<file path="src/rtl/watchdog_reset_flag_defines.svh">
`ifndef WATCHDOG_RESET_FLAG_DEFINES_SVH
`define WATCHDOG_RESET_FLAG_DEFINES_SVH

// ==========================================================
// Register offsets (byte addresses)
`define WATCHDOG_RESET_FLAG_CAUSE_OFS 8'h00
`define WATCHDOG_RESET_FLAG_CTRL_OFS 8'h04
`define WATCHDOG_RESET_FLAG_RESTART_OFS 8'h08
`define WATCHDOG_RESET_FLAG_CFG_OFS 8'h0c
`define WATCHDOG_RESET_FLAG_COUNT_OFS 8'h10

// ==========================================================
// Reset-cause field positions
`define WATCHDOG_RESET_FLAG_POR_BIT 0
`define WATCHDOG_RESET_FLAG_EXT_BIT 1
`define WATCHDOG_RESET_FLAG_WDF_BIT 3

// ==========================================================
// Control and config field positions
`define WATCHDOG_RESET_FLAG_IRQF_BIT 7
`define WATCHDOG_RESET_FLAG_IRQEN_BIT 6
`define WATCHDOG_RESET_FLAG_TSEL3_BIT 5
`define WATCHDOG_RESET_FLAG_UNLOCK_BIT 4
`define WATCHDOG_RESET_FLAG_RSTEN_BIT 3
`define WATCHDOG_RESET_FLAG_CLKMON_BIT 0

// ==========================================================
// Reset values
`define WATCHDOG_RESET_FLAG_CAUSE_RST 8'h01
`define WATCHDOG_RESET_FLAG_CTRL_RST 8'h00
`define WATCHDOG_RESET_FLAG_TSEL_RST 4'h0

// ==========================================================
// Timing
`define WATCHDOG_RESET_FLAG_CLK_HZ 100000000
`define WATCHDOG_RESET_FLAG_OSC_HZ 128000
`define WATCHDOG_RESET_FLAG_UNLOCK_CYC 3'h4
`define WATCHDOG_RESET_FLAG_BASE_SHIFT 5'h0b
`define WATCHDOG_RESET_FLAG_TSEL_MAX 4'h9
`define WATCHDOG_RESET_FLAG_TMIN_MS 16
`define WATCHDOG_RESET_FLAG_TMAX_MS 8000

`endif

</file>
<file path="src/rtl/watchdog_reset_flag_pkg.sv">
package watchdog_reset_flag_pkg;
  typedef enum logic [1:0] {
    WATCHDOG_RESET_FLAG_STOPPED = 2'b00,
    WATCHDOG_RESET_FLAG_IRQ     = 2'b01,
    WATCHDOG_RESET_FLAG_RST     = 2'b10,
    WATCHDOG_RESET_FLAG_IRQRST  = 2'b11
  } watchdog_reset_flag_mode_type;
endpackage

</file>
<file path="src/rtl/watchdog_reset_flag_sync.sv">
`timescale 1ns/10ps
// ==========================================================
// Two-stage synchroniser for asynchronous levels
module watchdog_reset_flag_sync #(
  parameter int W = 1
) (
  input wire logic clk,
  input wire logic nrst,
  input wire logic ce,
  input wire logic [W-1:0] d,
  output logic [W-1:0] q
);
  logic [W-1:0] meta_q;
  logic [W-1:0] sync_q;

  if (W < 1) begin : g_chk
    $error("watchdog_reset_flag_sync: W must be at least 1");
  end

  always_ff @(posedge clk) begin
    if (!nrst) begin
      meta_q <= '0;
      sync_q <= '0;
    end else if (ce) begin
      meta_q <= d;
      sync_q <= meta_q;
    end
  end

  assign q = sync_q;
endmodule

</file>
<file path="src/rtl/watchdog_reset_flag_cnt.sv">
`timescale 1ns/10ps
// ==========================================================
// Oscillator tick counter with programmable expiry
module watchdog_reset_flag_cnt #(
  parameter int CW = 21
) (
  input wire logic clk,
  input wire logic nrst,
  input wire logic ce,
  input wire logic run,
  input wire logic tick,
  input wire logic clr,
  input wire logic [CW-1:0] limit,
  output logic [CW-1:0] count_q,
  output logic expire_q
);
  logic [CW-1:0] count_d;
  logic expire_d;
  logic at_end;

  if (CW < 21) begin : g_chk
    $error("watchdog_reset_flag_cnt: CW too small for the longest period");
  end

  assign at_end = (count_q == limit - CW'(1));

  always_comb begin
    count_d = count_q;
    expire_d = 1'b0;
    if (clr || !run) begin
      count_d = '0;
    end else if (tick) begin
      if (at_end) begin
        count_d = '0;
        expire_d = 1'b1;
      end else begin
        count_d = count_q + CW'(1);
      end
    end
  end

  always_ff @(posedge clk) begin
    if (!nrst) begin
      count_q <= '0;
      expire_q <= 1'b0;
    end else if (ce) begin
      count_q <= count_d;
      expire_q <= expire_d;
    end
  end
endmodule

</file>
<file path="src/rtl/watchdog_reset_flag_top.sv">
// Contract
// RULE_01: External reset sets flag; POR or zero-write clears.
// RULE_02: POR sets power-on flag; only zero-write clears.
// RULE_03: Software reads then clears cause flags early.
// RULE_04: Counter advances on 128 kHz oscillator ticks.
// RULE_05: Expiry at selected value; restart zeroes counter.
// RULE_06: Four modes: irq, reset, both, clock monitor; code modes are stopped, irq, reset, both.
// RULE_07: Interrupt mode: interrupt only, no reset.
// RULE_08: Reset mode: expiry asserts device reset.
// RULE_09: Combined: first interrupt, later expiry resets.
// RULE_10: Fuse forces reset enable one, irq zero.
// RULE_11: Unlock needs unlock and reset enable together.
// RULE_12: Change accepted only within four-cycle window.
// RULE_13: Periods span 16 ms to 8 s.
// RULE_14: Watchdog stays enabled after its own reset.
// RULE_15: Software restarts counter before period change.
// RULE_16: Clock monitor configuration forces reset mode.
// RULE_17: Watchdog reset sets flag; POR or zero-write clears.
// RULE_18: Flag set forces reset enable to one.
// RULE_19: Unlock bit self-clears after four cycles.
// RULE_20: Select 2048 cycles doubling to 1048576.
// RULE_21: Locked fields ignore writes outside window.
// RULE_22: Expiry synchronised into system clock domain.
`timescale 1ns/10ps
`include "watchdog_reset_flag_defines.svh"
module watchdog_reset_flag_top
  import watchdog_reset_flag_pkg::*;
#(
  parameter int CW = 21,
  parameter int AW = 8
) (
  input wire logic clk,
  input wire logic nrst,
  input wire logic ce,
  input wire logic osc_clk_in,
  input wire logic ext_reset_seen,
  input wire logic force_on_fuse,
  input wire logic wdr_req,
  input wire logic irq_ack,
  input wire logic [AW-1:0] s_axi_awaddr,
  input wire logic s_axi_awvalid,
  output logic s_axi_awready,
  input wire logic [31:0] s_axi_wdata,
  input wire logic [3:0] s_axi_wstrb,
  input wire logic s_axi_wvalid,
  output logic s_axi_wready,
  output logic [1:0] s_axi_bresp,
  output logic s_axi_bvalid,
  input wire logic s_axi_bready,
  input wire logic [AW-1:0] s_axi_araddr,
  input wire logic s_axi_arvalid,
  output logic s_axi_arready,
  output logic [31:0] s_axi_rdata,
  output logic [1:0] s_axi_rresp,
  output logic s_axi_rvalid,
  input wire logic s_axi_rready,
  output logic wdt_irq,
  output logic wdt_sys_reset
);
  localparam int OSC_PER_CLK = `WATCHDOG_RESET_FLAG_CLK_HZ / `WATCHDOG_RESET_FLAG_OSC_HZ;

  if (AW < 8 || OSC_PER_CLK < 4) begin : g_chk
    $error("watchdog_reset_flag_top: address too narrow or oscillator too fast");
  end

  // ==========================================================
  // Pin synchronisers
  logic [2:0] pins_s;
  logic osc_s, ext_s, fuse_s;

  watchdog_reset_flag_sync #(.W(3)) u_sync (
    .clk(clk),
    .nrst(nrst),
    .ce(ce),
    .d({osc_clk_in, ext_reset_seen, force_on_fuse}),
    .q(pins_s)
  );
  assign {osc_s, ext_s, fuse_s} = pins_s;

  logic osc_prev_q, ext_prev_q;
  wire osc_tick = osc_s & ~osc_prev_q;
  wire ext_rise = ext_s & ~ext_prev_q;

  // ==========================================================
  // State
  logic por_q, ext_q, wdf_q;
  logic irqf_q, irqen_q, rsten_q, unlock_q, clkmon_q;
  logic [3:0] tsel_q;
  logic [2:0] win_q;
  logic irq_q, sysrst_q;
  logic awready_q, bvalid_q, arready_q, rvalid_q;
  logic [1:0] bresp_q, rresp_q;
  logic [31:0] rdata_q;
  logic [CW-1:0] count_q;
  logic expire_q;
  wire [7:0] cause_rst = `WATCHDOG_RESET_FLAG_CAUSE_RST;

  // ==========================================================
  // Mode selection
  wire rst_eff = rsten_q | wdf_q | fuse_s | clkmon_q; // [RULE_18] [RULE_14] [RULE_10] [RULE_16]
  wire irq_eff = irqen_q & ~fuse_s & ~clkmon_q; // [RULE_10] [RULE_16]
  watchdog_reset_flag_mode_type mode;
  assign mode = watchdog_reset_flag_mode_type'({rst_eff, irq_eff}); // [RULE_06]

  // ==========================================================
  // Bus decode
  wire wr_fire = s_axi_awvalid & s_axi_wvalid & awready_q & ce;
  wire rd_fire = s_axi_arvalid & arready_q & ce;
  wire [7:0] waddr = s_axi_awaddr[7:0];
  wire [7:0] raddr = s_axi_araddr[7:0];
  wire [7:0] wd = s_axi_wdata[7:0];
  wire wlane = s_axi_wstrb[0];
  wire w_hit = (waddr == `WATCHDOG_RESET_FLAG_CAUSE_OFS) || (waddr == `WATCHDOG_RESET_FLAG_CTRL_OFS) ||
    (waddr == `WATCHDOG_RESET_FLAG_RESTART_OFS) || (waddr == `WATCHDOG_RESET_FLAG_CFG_OFS) || (waddr == `WATCHDOG_RESET_FLAG_COUNT_OFS);
  wire r_hit = (raddr == `WATCHDOG_RESET_FLAG_CAUSE_OFS) || (raddr == `WATCHDOG_RESET_FLAG_CTRL_OFS) ||
    (raddr == `WATCHDOG_RESET_FLAG_RESTART_OFS) || (raddr == `WATCHDOG_RESET_FLAG_CFG_OFS) || (raddr == `WATCHDOG_RESET_FLAG_COUNT_OFS);
  wire wr_cause = wr_fire & wlane & (waddr == `WATCHDOG_RESET_FLAG_CAUSE_OFS);
  wire wr_ctrl = wr_fire & wlane & (waddr == `WATCHDOG_RESET_FLAG_CTRL_OFS);
  wire wr_restart = wr_fire & (waddr == `WATCHDOG_RESET_FLAG_RESTART_OFS);
  wire wr_cfg = wr_fire & wlane & (waddr == `WATCHDOG_RESET_FLAG_CFG_OFS);

  wire [7:0] cause_rd = {4'h0, wdf_q, 1'b0, ext_q, por_q};
  wire [7:0] ctrl_rd = {irqf_q, irq_eff, tsel_q[3], unlock_q, rst_eff, tsel_q[2:0]}; // [RULE_18]
  logic [31:0] rd_mux;
  always_comb begin
    if (raddr == `WATCHDOG_RESET_FLAG_CAUSE_OFS) begin
      rd_mux = {24'h000000, cause_rd};
    end else if (raddr == `WATCHDOG_RESET_FLAG_CTRL_OFS) begin
      rd_mux = {24'h000000, ctrl_rd};
    end else if (raddr == `WATCHDOG_RESET_FLAG_CFG_OFS) begin
      rd_mux = {31'h0, clkmon_q};
    end else if (raddr == `WATCHDOG_RESET_FLAG_COUNT_OFS) begin
      rd_mux = 32'(count_q);
    end else begin
      rd_mux = 32'h00000000;
    end
  end

  // ==========================================================
  // Protected change sequence
  wire unlock_wr = wr_ctrl & wd[`WATCHDOG_RESET_FLAG_UNLOCK_BIT] & wd[`WATCHDOG_RESET_FLAG_RSTEN_BIT]; // [RULE_11]
  wire change_ok = wr_ctrl & unlock_q & ~wd[`WATCHDOG_RESET_FLAG_UNLOCK_BIT]; // [RULE_12]
  wire win_end = unlock_q & (win_q == 3'h1);

  logic rsten_d;
  always_comb begin
    rsten_d = rsten_q;
    if (change_ok && (wd[`WATCHDOG_RESET_FLAG_RSTEN_BIT] || !wdf_q)) begin // [RULE_12] [RULE_18]
      rsten_d = wd[`WATCHDOG_RESET_FLAG_RSTEN_BIT];
    end else if (wr_ctrl && wd[`WATCHDOG_RESET_FLAG_RSTEN_BIT]) begin // [RULE_21]
      rsten_d = 1'b1;
    end
  end
  wire [3:0] tsel_d = change_ok ? {wd[`WATCHDOG_RESET_FLAG_TSEL3_BIT], wd[2:0]} : tsel_q; // [RULE_21]

  // ==========================================================
  // Period and counter
  wire [3:0] tsel_eff = (tsel_q > `WATCHDOG_RESET_FLAG_TSEL_MAX) ? `WATCHDOG_RESET_FLAG_TSEL_MAX : tsel_q;
  wire [4:0] shift = `WATCHDOG_RESET_FLAG_BASE_SHIFT + 5'(tsel_eff);
  wire [CW-1:0] limit = CW'(1) << shift; // [RULE_20] [RULE_13]
  wire restart = wdr_req | wr_restart;

  watchdog_reset_flag_cnt #(.CW(CW)) u_cnt (
    .clk(clk),
    .nrst(nrst),
    .ce(ce),
    .run(mode != WATCHDOG_RESET_FLAG_STOPPED),
    .tick(osc_tick), // [RULE_04] [RULE_22]
    .clr(restart), // [RULE_05]
    .limit(limit),
    .count_q(count_q),
    .expire_q(expire_q)
  );

  // ==========================================================
  // Expiry actions
  logic set_irqf, do_reset;
  always_comb begin
    set_irqf = 1'b0;
    do_reset = 1'b0;
    if (expire_q) begin
      case (mode)
        WATCHDOG_RESET_FLAG_IRQ: begin
          set_irqf = 1'b1; // [RULE_07]
        end
        WATCHDOG_RESET_FLAG_RST: begin
          do_reset = 1'b1; // [RULE_08]
        end
        WATCHDOG_RESET_FLAG_IRQRST: begin
          set_irqf = ~irqf_q; // [RULE_09]
          do_reset = irqf_q;
        end
        default: begin
          set_irqf = 1'b0;
        end
      endcase
    end
  end

  // ==========================================================
  // Registers
  always_ff @(posedge clk) begin
    if (!nrst) begin
      por_q <= cause_rst[`WATCHDOG_RESET_FLAG_POR_BIT]; // [RULE_02]
      ext_q <= 1'b0;
      wdf_q <= 1'b0;
      osc_prev_q <= 1'b0;
      ext_prev_q <= 1'b0;
    end else if (ce) begin
      osc_prev_q <= osc_s;
      ext_prev_q <= ext_s;
      por_q <= por_q & ~(wr_cause & ~wd[`WATCHDOG_RESET_FLAG_POR_BIT]); // [RULE_02]
      ext_q <= ext_rise | (ext_q & ~(wr_cause & ~wd[`WATCHDOG_RESET_FLAG_EXT_BIT])); // [RULE_01]
      wdf_q <= do_reset | (wdf_q & ~(wr_cause & ~wd[`WATCHDOG_RESET_FLAG_WDF_BIT])); // [RULE_17]
    end
  end

  always_ff @(posedge clk) begin
    if (!nrst) begin
      irqf_q <= 1'b0;
      irqen_q <= 1'b0;
      rsten_q <= 1'b0;
      tsel_q <= `WATCHDOG_RESET_FLAG_TSEL_RST;
      clkmon_q <= 1'b0;
      irq_q <= 1'b0;
      sysrst_q <= 1'b0;
    end else if (ce) begin
      irqf_q <= set_irqf | (irqf_q & ~(wr_ctrl & wd[`WATCHDOG_RESET_FLAG_IRQF_BIT]) & ~irq_ack);
      irqen_q <= wr_ctrl ? wd[`WATCHDOG_RESET_FLAG_IRQEN_BIT] : (irqen_q & ~(irq_ack & rst_eff)); // [RULE_09]
      rsten_q <= rsten_d;
      tsel_q <= tsel_d;
      clkmon_q <= wr_cfg ? wd[`WATCHDOG_RESET_FLAG_CLKMON_BIT] : clkmon_q;
      irq_q <= (set_irqf | irqf_q) & irq_eff; // [RULE_07]
      sysrst_q <= do_reset;
    end
  end

  always_ff @(posedge clk) begin
    if (!nrst) begin
      unlock_q <= 1'b0;
      win_q <= 3'h0;
    end else if (ce) begin
      if (unlock_wr) begin
        unlock_q <= 1'b1;
        win_q <= `WATCHDOG_RESET_FLAG_UNLOCK_CYC;
      end else if (win_end) begin
        unlock_q <= 1'b0; // [RULE_19]
        win_q <= 3'h0;
      end else if (unlock_q) begin
        win_q <= win_q - 3'h1;
      end
    end
  end

  // ==========================================================
  // Bus slave handshakes
  always_ff @(posedge clk) begin
    if (!nrst) begin
      awready_q <= 1'b1;
      bvalid_q <= 1'b0;
      bresp_q <= 2'b00;
      arready_q <= 1'b1;
      rvalid_q <= 1'b0;
      rresp_q <= 2'b00;
      rdata_q <= 32'h00000000;
    end else if (ce) begin
      if (wr_fire) begin
        awready_q <= 1'b0;
        bvalid_q <= 1'b1;
        bresp_q <= w_hit ? 2'b00 : 2'b10;
      end else if (bvalid_q && s_axi_bready) begin
        awready_q <= 1'b1;
        bvalid_q <= 1'b0;
      end
      if (rd_fire) begin
        arready_q <= 1'b0;
        rvalid_q <= 1'b1;
        rresp_q <= r_hit ? 2'b00 : 2'b10;
        rdata_q <= rd_mux;
      end else if (rvalid_q && s_axi_rready) begin
        arready_q <= 1'b1;
        rvalid_q <= 1'b0;
      end
    end
  end

  assign s_axi_awready = awready_q;
  assign s_axi_wready = awready_q;
  assign s_axi_bvalid = bvalid_q;
  assign s_axi_bresp = bresp_q;
  assign s_axi_arready = arready_q;
  assign s_axi_rvalid = rvalid_q;
  assign s_axi_rresp = rresp_q;
  assign s_axi_rdata = rdata_q;
  assign wdt_irq = irq_q;
  assign wdt_sys_reset = sysrst_q;

  // ==========================================================
  // Assertions
  por_after_reset_a: assert property (@(posedge clk) !nrst |=> por_q) // [RULE_02]
    else $error("power-on flag not set after reset");
  ext_flag_set_a: assert property (@(posedge clk) disable iff (!nrst) ext_rise && ce |=> ext_q) // [RULE_01]
    else $error("external flag missed");
  wdf_on_reset_a: assert property (@(posedge clk) disable iff (!nrst) sysrst_q |-> wdf_q) // [RULE_17]
    else $error("watchdog flag not set with reset");
  fuse_forces_a: assert property (@(posedge clk) disable iff (!nrst) fuse_s |-> rst_eff && !irq_eff) // [RULE_10]
    else $error("fuse did not force reset mode");
  wdf_holds_en_a: assert property (@(posedge clk) disable iff (!nrst) wdf_q |-> ctrl_rd[`WATCHDOG_RESET_FLAG_RSTEN_BIT]) // [RULE_18]
    else $error("reset enable reads zero while flag set");
  unlock_expiry_a: assert property (@(posedge clk) disable iff (!nrst)
    ($rose(unlock_q) && ce && !unlock_wr) ##1 (ce && !unlock_wr)[*3] |=> !unlock_q) // [RULE_19]
    else $error("unlock bit did not clear after four cycles");
  tsel_locked_a: assert property (@(posedge clk) disable iff (!nrst)
    $past(nrst) && $changed(tsel_q) |-> $past(unlock_q)) // [RULE_21]
    else $error("period select changed outside window");
  rsten_locked_a: assert property (@(posedge clk) disable iff (!nrst)
    $past(nrst) && $fell(rsten_q) |-> $past(unlock_q) && !$past(wdf_q)) // [RULE_12]
    else $error("reset enable cleared outside window");
  irq_only_a: assert property (@(posedge clk) disable iff (!nrst)
    expire_q && ce && mode == WATCHDOG_RESET_FLAG_IRQ |=> irqf_q && !sysrst_q) // [RULE_07]
    else $error("interrupt mode misbehaved");
  reset_mode_a: assert property (@(posedge clk) disable iff (!nrst)
    expire_q && ce && mode == WATCHDOG_RESET_FLAG_RST |=> sysrst_q ##1 (!sysrst_q || !ce)) // [RULE_08]
    else $error("reset mode gave no one-cycle reset");
  combined_first_a: assert property (@(posedge clk) disable iff (!nrst)
    expire_q && ce && mode == WATCHDOG_RESET_FLAG_IRQRST && !irqf_q |=> irqf_q && !sysrst_q) // [RULE_09]
    else $error("combined mode first expiry wrong");
  restart_zero_a: assert property (@(posedge clk) disable iff (!nrst) restart && ce |=> count_q == '0) // [RULE_05]
    else $error("restart did not zero counter");

  irq_seen_c: cover property (@(posedge clk) disable iff (!nrst) $rose(wdt_irq));
  reset_seen_c: cover property (@(posedge clk) disable iff (!nrst) $rose(wdt_sys_reset));
  change_seen_c: cover property (@(posedge clk) disable iff (!nrst) change_ok && ce);
endmodule

</file>
<file path="config.mk">
export PLATFORM = sky130hd
export DESIGN_NAME = watchdog_reset_flag_top
export DESIGN_NICKNAME = d
export VERILOG_FILES = /design/src/rtl/watchdog_reset_flag_pkg.sv /design/src/rtl/watchdog_reset_flag_sync.sv /design/src/rtl/watchdog_reset_flag_cnt.sv /design/src/rtl/watchdog_reset_flag_top.sv
export VERILOG_INCLUDE_DIRS = /design/src /design/src/rtl
export SDC_FILE = /design/constraint.sdc
export NUM_CORES = 1
export LEC_CHECK = 0
export ABC_AREA = 1
export BUFFER_PORTS_ARGS = -buffer_cell sky130_fd_sc_hd__buf_2
export CORE_MARGIN = 1.5
export CORE_UTILIZATION = 40
export DETAILED_ROUTE_END_ITERATION = 10
export PLACE_DENSITY = 0.65
export SLEW_MARGIN = 20
export SYNTH_ARGS = -nofsm -noshare
export SYNTH_HDL_FRONTEND = slang
export SYNTH_SLANG_ARGS = --single-unit
</file>
<file path="constraint.sdc">
create_clock -name clk -period 3 [get_ports clk]
set_clock_uncertainty 0.05 [all_clocks]
set_input_delay 0.15 -clock clk [delete_from_list [all_inputs] [get_ports clk]]
set_output_delay 0.15 -clock clk [all_outputs]
set_load 0.02 [all_outputs]
</file>
**Word-level counts from Yosys, hierarchy flattened**

Index checks and enable logic that the tools add are counted.

- $add $sub $neg: 4
- $lt $le $gt $ge: 1
- Equal/unequal tests: 13
- Shifts and indexed selects: 1
- Mux-type cells: 33
- Bitwise logic cells: 54
- Reduce and logical (&&, ||, !) cells: 35

Operators by type and width:

| operator | count |
|---|---|
| 2-to-1 mux 21 bit | 7 |
| equality test 8 x 4 -> 1 bit (second input constant) | 4 |
| AND 1 bit | 31 |
| adder 21 x 1 -> 21 bit (second input constant) | 1 |
| equality test 21 bit | 1 |
| << shifter 1 x 5 -> 21 bit (first input constant) | 1 |
| subtractor 21 x 1 -> 21 bit (second input constant) | 1 |
| AND reduction 2 bit | 10 |
| 2-to-1 mux 1 bit | 18 |
| equality test 8 x 3 -> 1 bit (second input constant) | 2 |
| equality test 8 x 5 -> 1 bit (second input constant) | 2 |
| zero test 8 bit | 2 |
| NOT 1 bit | 15 |
| nonzero test 2 bit | 6 |
| logical OR 1 bit | 10 |
| 2-to-1 mux 3 bit | 3 |
| bitwise OR 1 bit | 8 |
| adder 4 x 4 -> 5 bit (first input constant) | 1 |
| equality test 2 bit (second input constant) | 2 |
| > comparator 4 bit (second input constant) | 1 |
| logical AND 1 bit | 4 |
| 2-to-1 mux 2 bit | 2 |
| 2-to-1 mux 4 bit | 1 |
| case mux 1 bit (2 select lines) | 2 |
| other kinds (5) | 6 |

- Flip-flop bits (word level): 87
- Input port bits: 65
- Output and inout bits: 43
- Word-level logic and storage cells: 166

**Depth between registers and ports, before layout**

Gate-level depths: netlist of run 1.

- Word-level depth: 10
- Depth in mapped cells: 24

**Modules after synthesis**

From an unflattened synthesis of run 1, not the netlist that was laid out.

- Cell total of the unflattened synthesis: 881
- Area, all modules: 5373.9 sq um

By module, submodules not included:

| module | times used | cells each | area each (sq um) | seq. area each (sq um) |
|---|---|---|---|---|
| watchdog_reset_flag_cnt | 1 | 461 | 2591.2 | 440.4 |
| watchdog_reset_flag_top | 1 | 383 | 2526.2 | 920.9 |
| watchdog_reset_flag_sync | 1 | 37 | 256.5 | 120.1 |

**Least setup slack after synthesis of run 1**

Ideal clock, no wire load.

- Path kind: register to register
- Start: register tsel_q[1]
- End: register u_cnt.count_q[15]
- Arrival: 2.965 ns
- Required time: 2.808 ns
- Slack: -0.157 ns
- Stages on the path, launching flop included: 25
- Path through: dfxtp_1 > buf_4 > o21ai_2 > nand3_1 > ha_1 > inv_1 > nand3_1 > nor2_2 > inv_1 > ha_1 > inv_1 > a21oi_4 > nand2_2 > inv_2 > nand2_1 > nand2_1 > nand2_1 > nand2_1 > nor2_1 > nand3_1 > nor2_2 > nand3_2 > buf_6 > nand2_2 > a21oi_2

- Longest elaborated chain between the ends: 9

RTL lines:

| element | RTL line | text |
|---|---|---|
| start, declared | watchdog_reset_flag_top.sv:88 | `logic [3:0] tsel_q;` |
| start signal, assigned | watchdog_reset_flag_top.sv:223 | `` tsel_q <= `WATCHDOG_RESET_FLAG_TSEL_RST; `` |
| start signal, assigned | watchdog_reset_flag_top.sv:231 | `tsel_q <= tsel_d;` |
| > comparator 4 bit (no source line) | - |  |
| 2-to-1 mux 4 bit * | watchdog_reset_flag_top.sv:158 | `` wire [3:0] tsel_eff = (tsel_q > `WATCHDOG_RESET_FLAG_TSEL_MAX) ? `WATCHDOG_RESET_FLAG_TSEL_MAX : tsel_q; `` |
| adder 4 x 4 -> 5 bit (no source line) * | - |  |
| << shifter 1 x 5 -> 21 bit * | watchdog_reset_flag_top.sv:160 | `wire [CW-1:0] limit = CW'(1) << shift;` |
| subtractor 21 x 1 -> 21 bit * | watchdog_reset_flag_cnt.sv:25 | `assign at_end = (count_q == limit - CW'(1));` |
| equality test 21 bit * | watchdog_reset_flag_cnt.sv:25 |  |
| 2-to-1 mux 21 bit * | watchdog_reset_flag_cnt.sv:33 | `if (at_end) begin` |
| 2-to-1 mux 21 bit * | watchdog_reset_flag_cnt.sv:32 | `end else if (tick) begin` |
| 2-to-1 mux 21 bit * | watchdog_reset_flag_cnt.sv:30 | `if (clr \|\| !run) begin` |
| end signal, assigned | watchdog_reset_flag_cnt.sv:47 | `count_q <= count_d;` |
| end, declared | watchdog_reset_flag_cnt.sv:14 | `output logic [CW-1:0] count_q,` |

Mark *: on every way between the ends. The rest lies on a longest branch, timed or not. The select of a mux whose other input is x is not followed.
A chain may end at the register's enable or synchronous reset.

**Worst setup path after layout of run 1**

- Start: register tsel_q[2]
- End: register u_cnt.count_q[15]

The elaborated chain is that of the path after synthesis.

==> reports/metrics.cfg, run 1 <==
[global_routing]
grt_max_degree=55
grt_pass1_wl_um=22300
antenna_found_initial=0
grt-ovfl-total=0
grtUsageTotal_pct=21.7
grt_pass1_vias=4784

[floorplanning]
die_y_um=112
dieArea_mm2=0.0125
die_w_um=112
pin_count=108
start_util_pct=41.1
core_mm2=0.0115
rows=39

[routing]
dr_total_vias=5115
routed_wl_um=13700
drt_iter0_markers=269
viasPerCell=5.33
dr.pass1.iters=7
ant_nets=0
drc=0
wl_per_cell_um=14.3

[critical_path]
reg2reg_to=u_cnt.count_q[15]
critical_path_class=reg -> reg
path_cells=o21ai_4, nand3_2, ha_4, nor2_8, buf_6, inv_2, nor2_4, inv_2, nor2_4, nand2_2, nand2_2, inv_2, nand2_2, nand2_1, nand3_1, nand3_1, nor2_2, nand3_2, nor2_4, nand3_4, clkbuf_16, nand2_2, a21oi_2
cp_max_fo=5
crit_arrival_ns=3.17
worstPathRequired_ns=3.13
rrSetupSlack_ns=-0.03
reg2reg_depth=23
start_kind=flop
cpMostUsedCell=nand2_2
end_kind=flop
max_stage_delay_ns=0.36
crit_path_top_delay_cell=dfxtp_4
r2r-start=tsel_q[2]

[yosys]
synth_cell_types=47
synth-main-ff-cell=dfxtp_1
avgSynthCellArea_um2=6.53
ys_seq_area_share_pct=31.4
synth-async-reset-ratio_pct=0
synthCells=722
ys_ff_latch=74
syn_area_mm2=0.00472
synth_warnings=0
synth_edf_count=0

[final_layout]
diodes=0
area_delta_synth_final_pct=24.8
fillers=1112
drive_gt1_share_pct=24.6
final_cell_area_mm2=0.00589
nNetsFinal=881
layout.cells.non_filler=959

[clock_tree]
h-tree-depth=3
cts.clk_slew.worst_paths_ns=0.06
clock-sinks=74
cts_buffers=9
clockRootBuffer=clkbuf_16
cts_buffer_depth=2
tritoncts=yes
insertion_delay_ns=0.34

[job]
maxCapViolations=0

[place]
pre_cts_ws_ns=-0.0493
portBuffers=67
place_hpwl_um=9960
post-place-cells=932
gp_congestion=0.911
place_area_mm2=0.00528

[pwr]
irDropWorstVdd_mv=0.313
p_int_uw=1700
switchingPower_uw=577
p_leak_uw=0.00244
p_per_area_mw_per_mm2=387
p_clk_share_pct=48.8
switching_share_pct=25.3
seq_power_share_pct=44.1
comb_power_share_pct=7.0

[min_path]
hp-class=in -> reg
hold_depth=3
min_to=irqen_q
min-delay-start=s_axi_wdata[6]

[timing]
slew_headroom_pct=30.0
rsz0062_at_grt=true
fin_crit_sh_pct=101
finalSetupViolCount=17
slew_violations=0
finalCriticalPeriod_ns=3.03
tightestPinTransition_ns=1.05
hold_viol=0
fin_ws_ns=-0.0342
max_freq_ghz=0.330

[run_status]
violations=negative setup slack
status=finished, violations left

## placed cells by master (no fill, tap or decap), types with 11 or more instances in the layout
| cell type | Yosys | layout |
|---|---|---|
| nand2_1 | 154 | 139 |
| nor2_1 | 76 | 71 |
| dfxtp_1 | 74 | 71 |
| a21oi_1 | 70 | 67 |
| inv_1 | 70 | 67 |
| buf_2 | 1 | 67 |
| nand3_1 | 65 | 62 |
| o21ai_0 | 39 | 39 |
| buf_4 | 15 | 28 |
| nand2_2 | 12 | 23 |
| nand4_1 | 14 | 14 |
| xor2_1 | 13 | 13 |
| conb_1 | 1 | 13 |
| a21oi_2 | 9 | 12 |
| nor3_1 | 12 | 12 |
| clkbuf_16 | 0 | 11 |
## cell families (layout without fill, tap and decap cells)
logic type | after synthesis | after routing | synth area share, %
buffers and inverters | 118 | 200 | 11.3
adder cells (fa/ha/maj) | 5 | 5 | 1.33
AO/OA/AOI/OAI | 143 | 143 | 17.3
other | 1 | 13 | 0.0795
AND/OR/NAND/NOR | 364 | 364 | 35.2
XOR/XNOR | 17 | 17 | 3.45
flip-flops | 74 | 74 | 31.4
## layer usage
metal,part of all wire [%],track usage [%]
met1,43,26.6
met2,49,38.6
met3,6.8,4.19
met4,1.2,6.24
met5,0,0
## repair_timing
action / in CTS / in global routing
buffers inserted: 3 / 2
gates cloned: 0 / 3
gates resized for setup: 1 / 49
hold endpoints to repair: 3 / 0
pin swaps: 3 / 21
hold buffers: 3 / 0
setup endpoints to repair: 22 / 22
## Yosys cell counts, drive strengths merged (7+ instances only)
library cell  instances  share of area, %
nor4                  7              0.93
a21oi                80               9.4
nand3                67               7.3
dfxtp                74                31
nor2                 87               8.0
o21ai                43               4.6
nand4                15               2.1
buf                  19               3.2
nor3                 14               1.7
xor2                 13               2.4
clkbuf               17               1.4
inv                  78               6.2
nand2               166                14
## power by group through the flow
stage | Combinational [uW] | Clock [uW] | Sequential [uW]
after floorplan | 101 | 0 | 1040
after global placement | 150 | 0 | 1030
after detailed placement | 155 | 0 | 1030
after CTS | 160 | 1130 | 1010
after global routing | 176 | 1180 | 1010
final | 161 | 1110 | 1010
## flip-flops by register name, summed over array words and instances (netlist names), 3 cells and up
| name | cells |
|---|---|
| s_axi_rdata | 21 |
| tsel_q | 4 |
| u_cnt.count_q | 21 |
| u_sync.meta_q | 3 |
| u_sync.q | 3 |
| win_q | 3 |
## area by class of cell
| cell class | count | area, um^2 | share of cell area (%) |
|---|---|---|---|
| flip-flops and latches | 74 | 1490 | 25.3 |
| clock buffers | 9 | 225 | 3.83 |
| well taps | 143 | 179 | 3.04 |
| inverters | 80 | 303 | 5.14 |
| clock inverters | 7 | 83.8 | 1.42 |
| multi-input cells | 542 | 2930 | 49.7 |
| repair buffers | 104 | 679 | 11.5 |
## worst max-delay path, delay by kind of cell, from the launching register on
| kind | cells | cell delay (ns) |
|---|---|---|
| flops | 1 | 0.36 |
| compound gates | 2 | 0.20 |
| buf+inv | 5 | 0.52 |
| fa+ha+maj | 1 | 0.19 |
| simple gates | 15 | 1.55 |
## per-stage QoR
| stage | TNS, ns | utilization, % | hold WS, ns | power, uW |
|---|---|---|---|---|
| 3_3_place_gp | 0 | 46.0 | 0.324 | 1180 |
| 4_1_cts | 0 | 49.2 | 0.0161 | 2290 |
| 3_5_place_dp | -0.554 | 46.0 | 0.332 | 1180 |
| 2_1_floorplan | 0 | - | 0.235 | 1140 |
| 5_1_grt | -4.86 | 51.3 | 0.0214 | 2360 |
| 6_report | -0.368 | 51.3 | 0.0229 | 2280 |
## how the worst max path moves through the flow
stage / startpoint / end / slack (ns) / cells after the start
floorplan: tsel_q[1] / u_cnt.count_q[15] / 0.008 / 24
global placement: tsel_q[1] / u_cnt.count_q[19] / 0.01 / 21
CTS: tsel_q[1] / u_cnt.count_q[1] / 0.003 / 22
global route: tsel_q[2] / u_cnt.count_q[15] / -0.24 / 23
finish: tsel_q[2] / u_cnt.count_q[15] / -0.03 / 23
detailed placement: tsel_q[1] / u_cnt.count_q[1] / -0.05 / 22
Power figures use the tool's default switching activity.
==> run 2, diff against run 1 <==
ABC_AREA = 0   (was 1)
GPL_TIMING_DRIVEN = 0   (was default)
==> reports/metrics.cfg, run 2 <==
[yosys]
synth_warnings=0  ; unchanged
ys_ff_latch=74  ; unchanged
synthCells=553  ; -23%
yosys-top-cells-count=dfxtp_1 (74), nor2_1 (58), a21oi_1 (37)
synth_top_area_share_pct=33.4  ; +1.9 points
ys_seq_area_share_pct=33.4  ; +1.9 points
yosysMostFrequentCell=dfxtp_1
synth_cell_types=74  ; +57%
syn_area_mm2=0.00444  ; -5.8%
synthTopCellsByArea=dfxtp_1 (33%), nor2_1 (4.9%), a21oi_1 (4.2%)
avgSynthCellArea_um2=8.03  ; +23%
synth-async-reset-ratio_pct=0  ; unchanged
synth_top_cell_by_area=dfxtp_1
synth-main-ff-cell=dfxtp_1
synth_edf_count=0  ; unchanged

[run_status]
status=finished, violations left
violations=negative setup slack

[critical_path]
rrSetupSlack_ns=-0.61  ; -0.57 ns
crit_arrival_ns=3.84  ; +0.67 ns
critPathLaunch=tsel_q[3]
cpMostUsedCell=buf_4
crit_path_top_delay_cell=or4_1
r2r-start=tsel_q[3]
start_kind=flop
max_stage_delay_ns=0.57  ; +0.21 ns
path_delay_family=simple AND/OR/NAND/NOR gates
cp_max_fo=4  ; -1
worstPathRequired_ns=3.23  ; +0.10 ns
end_kind=flop
critical_path_class=reg -> reg
path_cells=buf_8, buf_8, nand2_4, nand2_4, ha_4, buf_4, buf_4, or2_2, or4_1, o221ai_2, a222oi_1, and4_2, a41oi_4, buf_4, buf_6, or2b_1, a31oi_1
critPathBufInv=6  ; +1

[clock_tree]
cts.clk_slew.worst_paths_ns=0.08  ; +0.02 ns
tritoncts=yes
clock-sinks=74  ; unchanged
cts_buffer_depth=2  ; unchanged
h-tree-depth=3  ; unchanged
clockRootBuffer=clkbuf_8
insertion_delay_ns=0.36  ; +0.02 ns
cts_buffers=9  ; unchanged

[global_routing]
grt-ovfl-total=0  ; unchanged
antenna_found_initial=0  ; unchanged
grtUsageTotal_pct=24.3  ; +2.6 points
grt_max_degree=14  ; -75%
grt_pass1_wl_um=21900  ; -1.8%
grt_pass1_vias=4301  ; -10%

[floorplanning]
core_mm2=0.0108  ; -5.5%
dieArea_mm2=0.0117  ; -5.7%
rows=38  ; -2.6%
die_y_um=108  ; -2.9%
start_util_pct=41.0  ; -0.15 points
die_w_um=108  ; -2.9%
pin_count=108  ; unchanged

[timing]
tightestPinTransition_ns=0.951  ; -0.0980 ns
finalSetupViolCount=22  ; +5
tns_ns=-11.98  ; -11.62 ns
fin_ws_ns=-0.609  ; -0.574 ns
hold_viol=0  ; unchanged
max_freq_ghz=0.277  ; -16%
slew_violations=0  ; unchanged
finalCriticalPeriod_ns=3.61  ; +0.574 ns
rsz0062_at_grt=true
fin_crit_sh_pct=120  ; +19 points
slew_headroom_pct=36.1  ; +6.1 points

[place]
gp_congestion=0.916  ; +0.53%
portBuffers=65  ; -3.0%
place_hpwl_um=9940  ; -0.23%

[job]
maxCapViolations=0  ; unchanged

[min_path]
hp-class=in -> reg
min-delay-start=s_axi_wdata[0]

[routing]
routed_wl_um=13900  ; +1.3%
dr.pass1.iters=5  ; -2
drt_iter0_markers=249  ; -7.4%
maxUsedRoutingLayer=met4
wl_met3_um=733  ; -21%
dr_wl_met2_um=6580  ; -2.6%
wl_per_cell_um=17.1  ; +19%
wl_met1_um=6250  ; +6.5%
dr_total_vias=4603  ; -10%
drc=0  ; unchanged
ant_nets=0  ; unchanged
viasPerCell=5.65  ; +6.0%

[final_layout]
layout_commonest_cell=dfxtp_1
area_delta_synth_final_pct=28.1
layout_common_cells=dfxtp_1 (72), buf_2 (70), nor2_1 (56)
nNetsFinal=739  ; -16%
fillers=1042  ; -6.3%
drive_gt1_share_pct=26.3  ; +1.6 points
diodes=0  ; unchanged

[pwr]
p_per_area_mw_per_mm2=358  ; -7.6%
p_leak_uw=0.00226  ; -7.0%
p_total_uw=2040  ; -11%
irDropWorstVdd_mv=0.323  ; +3.1%

==> run 2: cell count changes after synthesis, moves of 18 or more <==
cell / delta
nand2_1: -124
inv_1: -54
nand3_1: -42
a21oi_1: -33
a22oi_1: +20
nor2_1: -18
==> run 2: per-layer routing <==
metal / global-route usage (%) / vias up
li1: - / 2229
met1: 31.9 / 2210
met2: 39.3 / 142
met3: 4.82 / 22
met4: 9.40 / 0
met5: 0 / -
==> run 2: worst paths after layout <==
check / to / cells past startpoint
worst min-delay path: por_q / 3
worst min register to register: wdt_irq / 2
worst max-delay path: u_cnt.count_q[2] / 17
worst max register to register: u_cnt.count_q[2] / 17
==> run 2: worst reg2reg max path, cell delays in order (launching register included) <==
cell      delay (ns)
dfxtp_4         0.35
buf_8           0.12
buf_8           0.12
nand2_4         0.05
nand2_4         0.05
ha_4            0.25
buf_4           0.14
buf_4           0.13
or2_2           0.33
or4_1           0.57
o221ai_2        0.19
a222oi_1        0.09
and4_2          0.30
a41oi_4         0.17
buf_4           0.17
buf_6           0.09
or2b_1          0.21
a31oi_1         0.15
==> run 2: where the power goes <==
part / switching [uW] / total (uW) / internal (uW) / leakage (uW)
logic: 101 / 163 / 61.8 / 0.00155
registers: 7.94 / 1000 / 992 / 0.000600
clock network: 384 / 875 / 490 / 0.000113
==> run 2: cell families after synthesis <==
kind of cell             after synthesis  share of synthesized area [%]
AND/OR/NAND/NOR                      213                           26.0
XOR/XNOR                              18                           3.55
AO/OA/AOI/OAI                        152                           22.9
adder cells (fa/ha/maj)                5                           1.41
other                                  1                         0.0844
flip-flops                            74                           33.4
multiplexers                          19                           4.37
buffers and inverters                 71                           8.31
==> run 2: layout make-up <==
class	count	area [um^2]	share of cell area (%)
Clock buffer	11	141	2.48
Sequential cell	74	1490	26.2
Buffer	54	340	5.98
Tap cell	140	175	3.08
Inverter	16	60.1	1.06
Multi-Input combinational cell	420	2820	49.5
Clock inverter	5	78.8	1.39
Timing Repair Buffer	94	589	10.4
==> run 2: metrics by stage <==
| stage | cells | utilization, % | worst slack [ns] | area, um^2 | hold WS [ns] |
|---|---|---|---|---|---|
| final | 814 | 52.5 | -0.609 | 5690 | 0.0214 |
| after global routing | 814 | 52.5 | -0.782 | 5690 | 0.0264 |
| after CTS | 813 | 51.6 | -0.593 | 5590 | 0.00459 |
| after detailed placement | 770 | 46.7 | -1.12 | 5070 | 0.346 |
| after global placement | 770 | 46.7 | -1.12 | 5070 | 0.343 |
| after floorplan | 565 | - | -0.424 | 4570 | 0.244 |
==> run 2: timing repair <==
item	CTS	global route
hold buffers	6	0
setup endpoints to repair	22	22
resized for setup	21	19
gates cloned	2	0
endpoints found under the hold margin	6	0
pin swaps	19	15
setup buffers	19	2
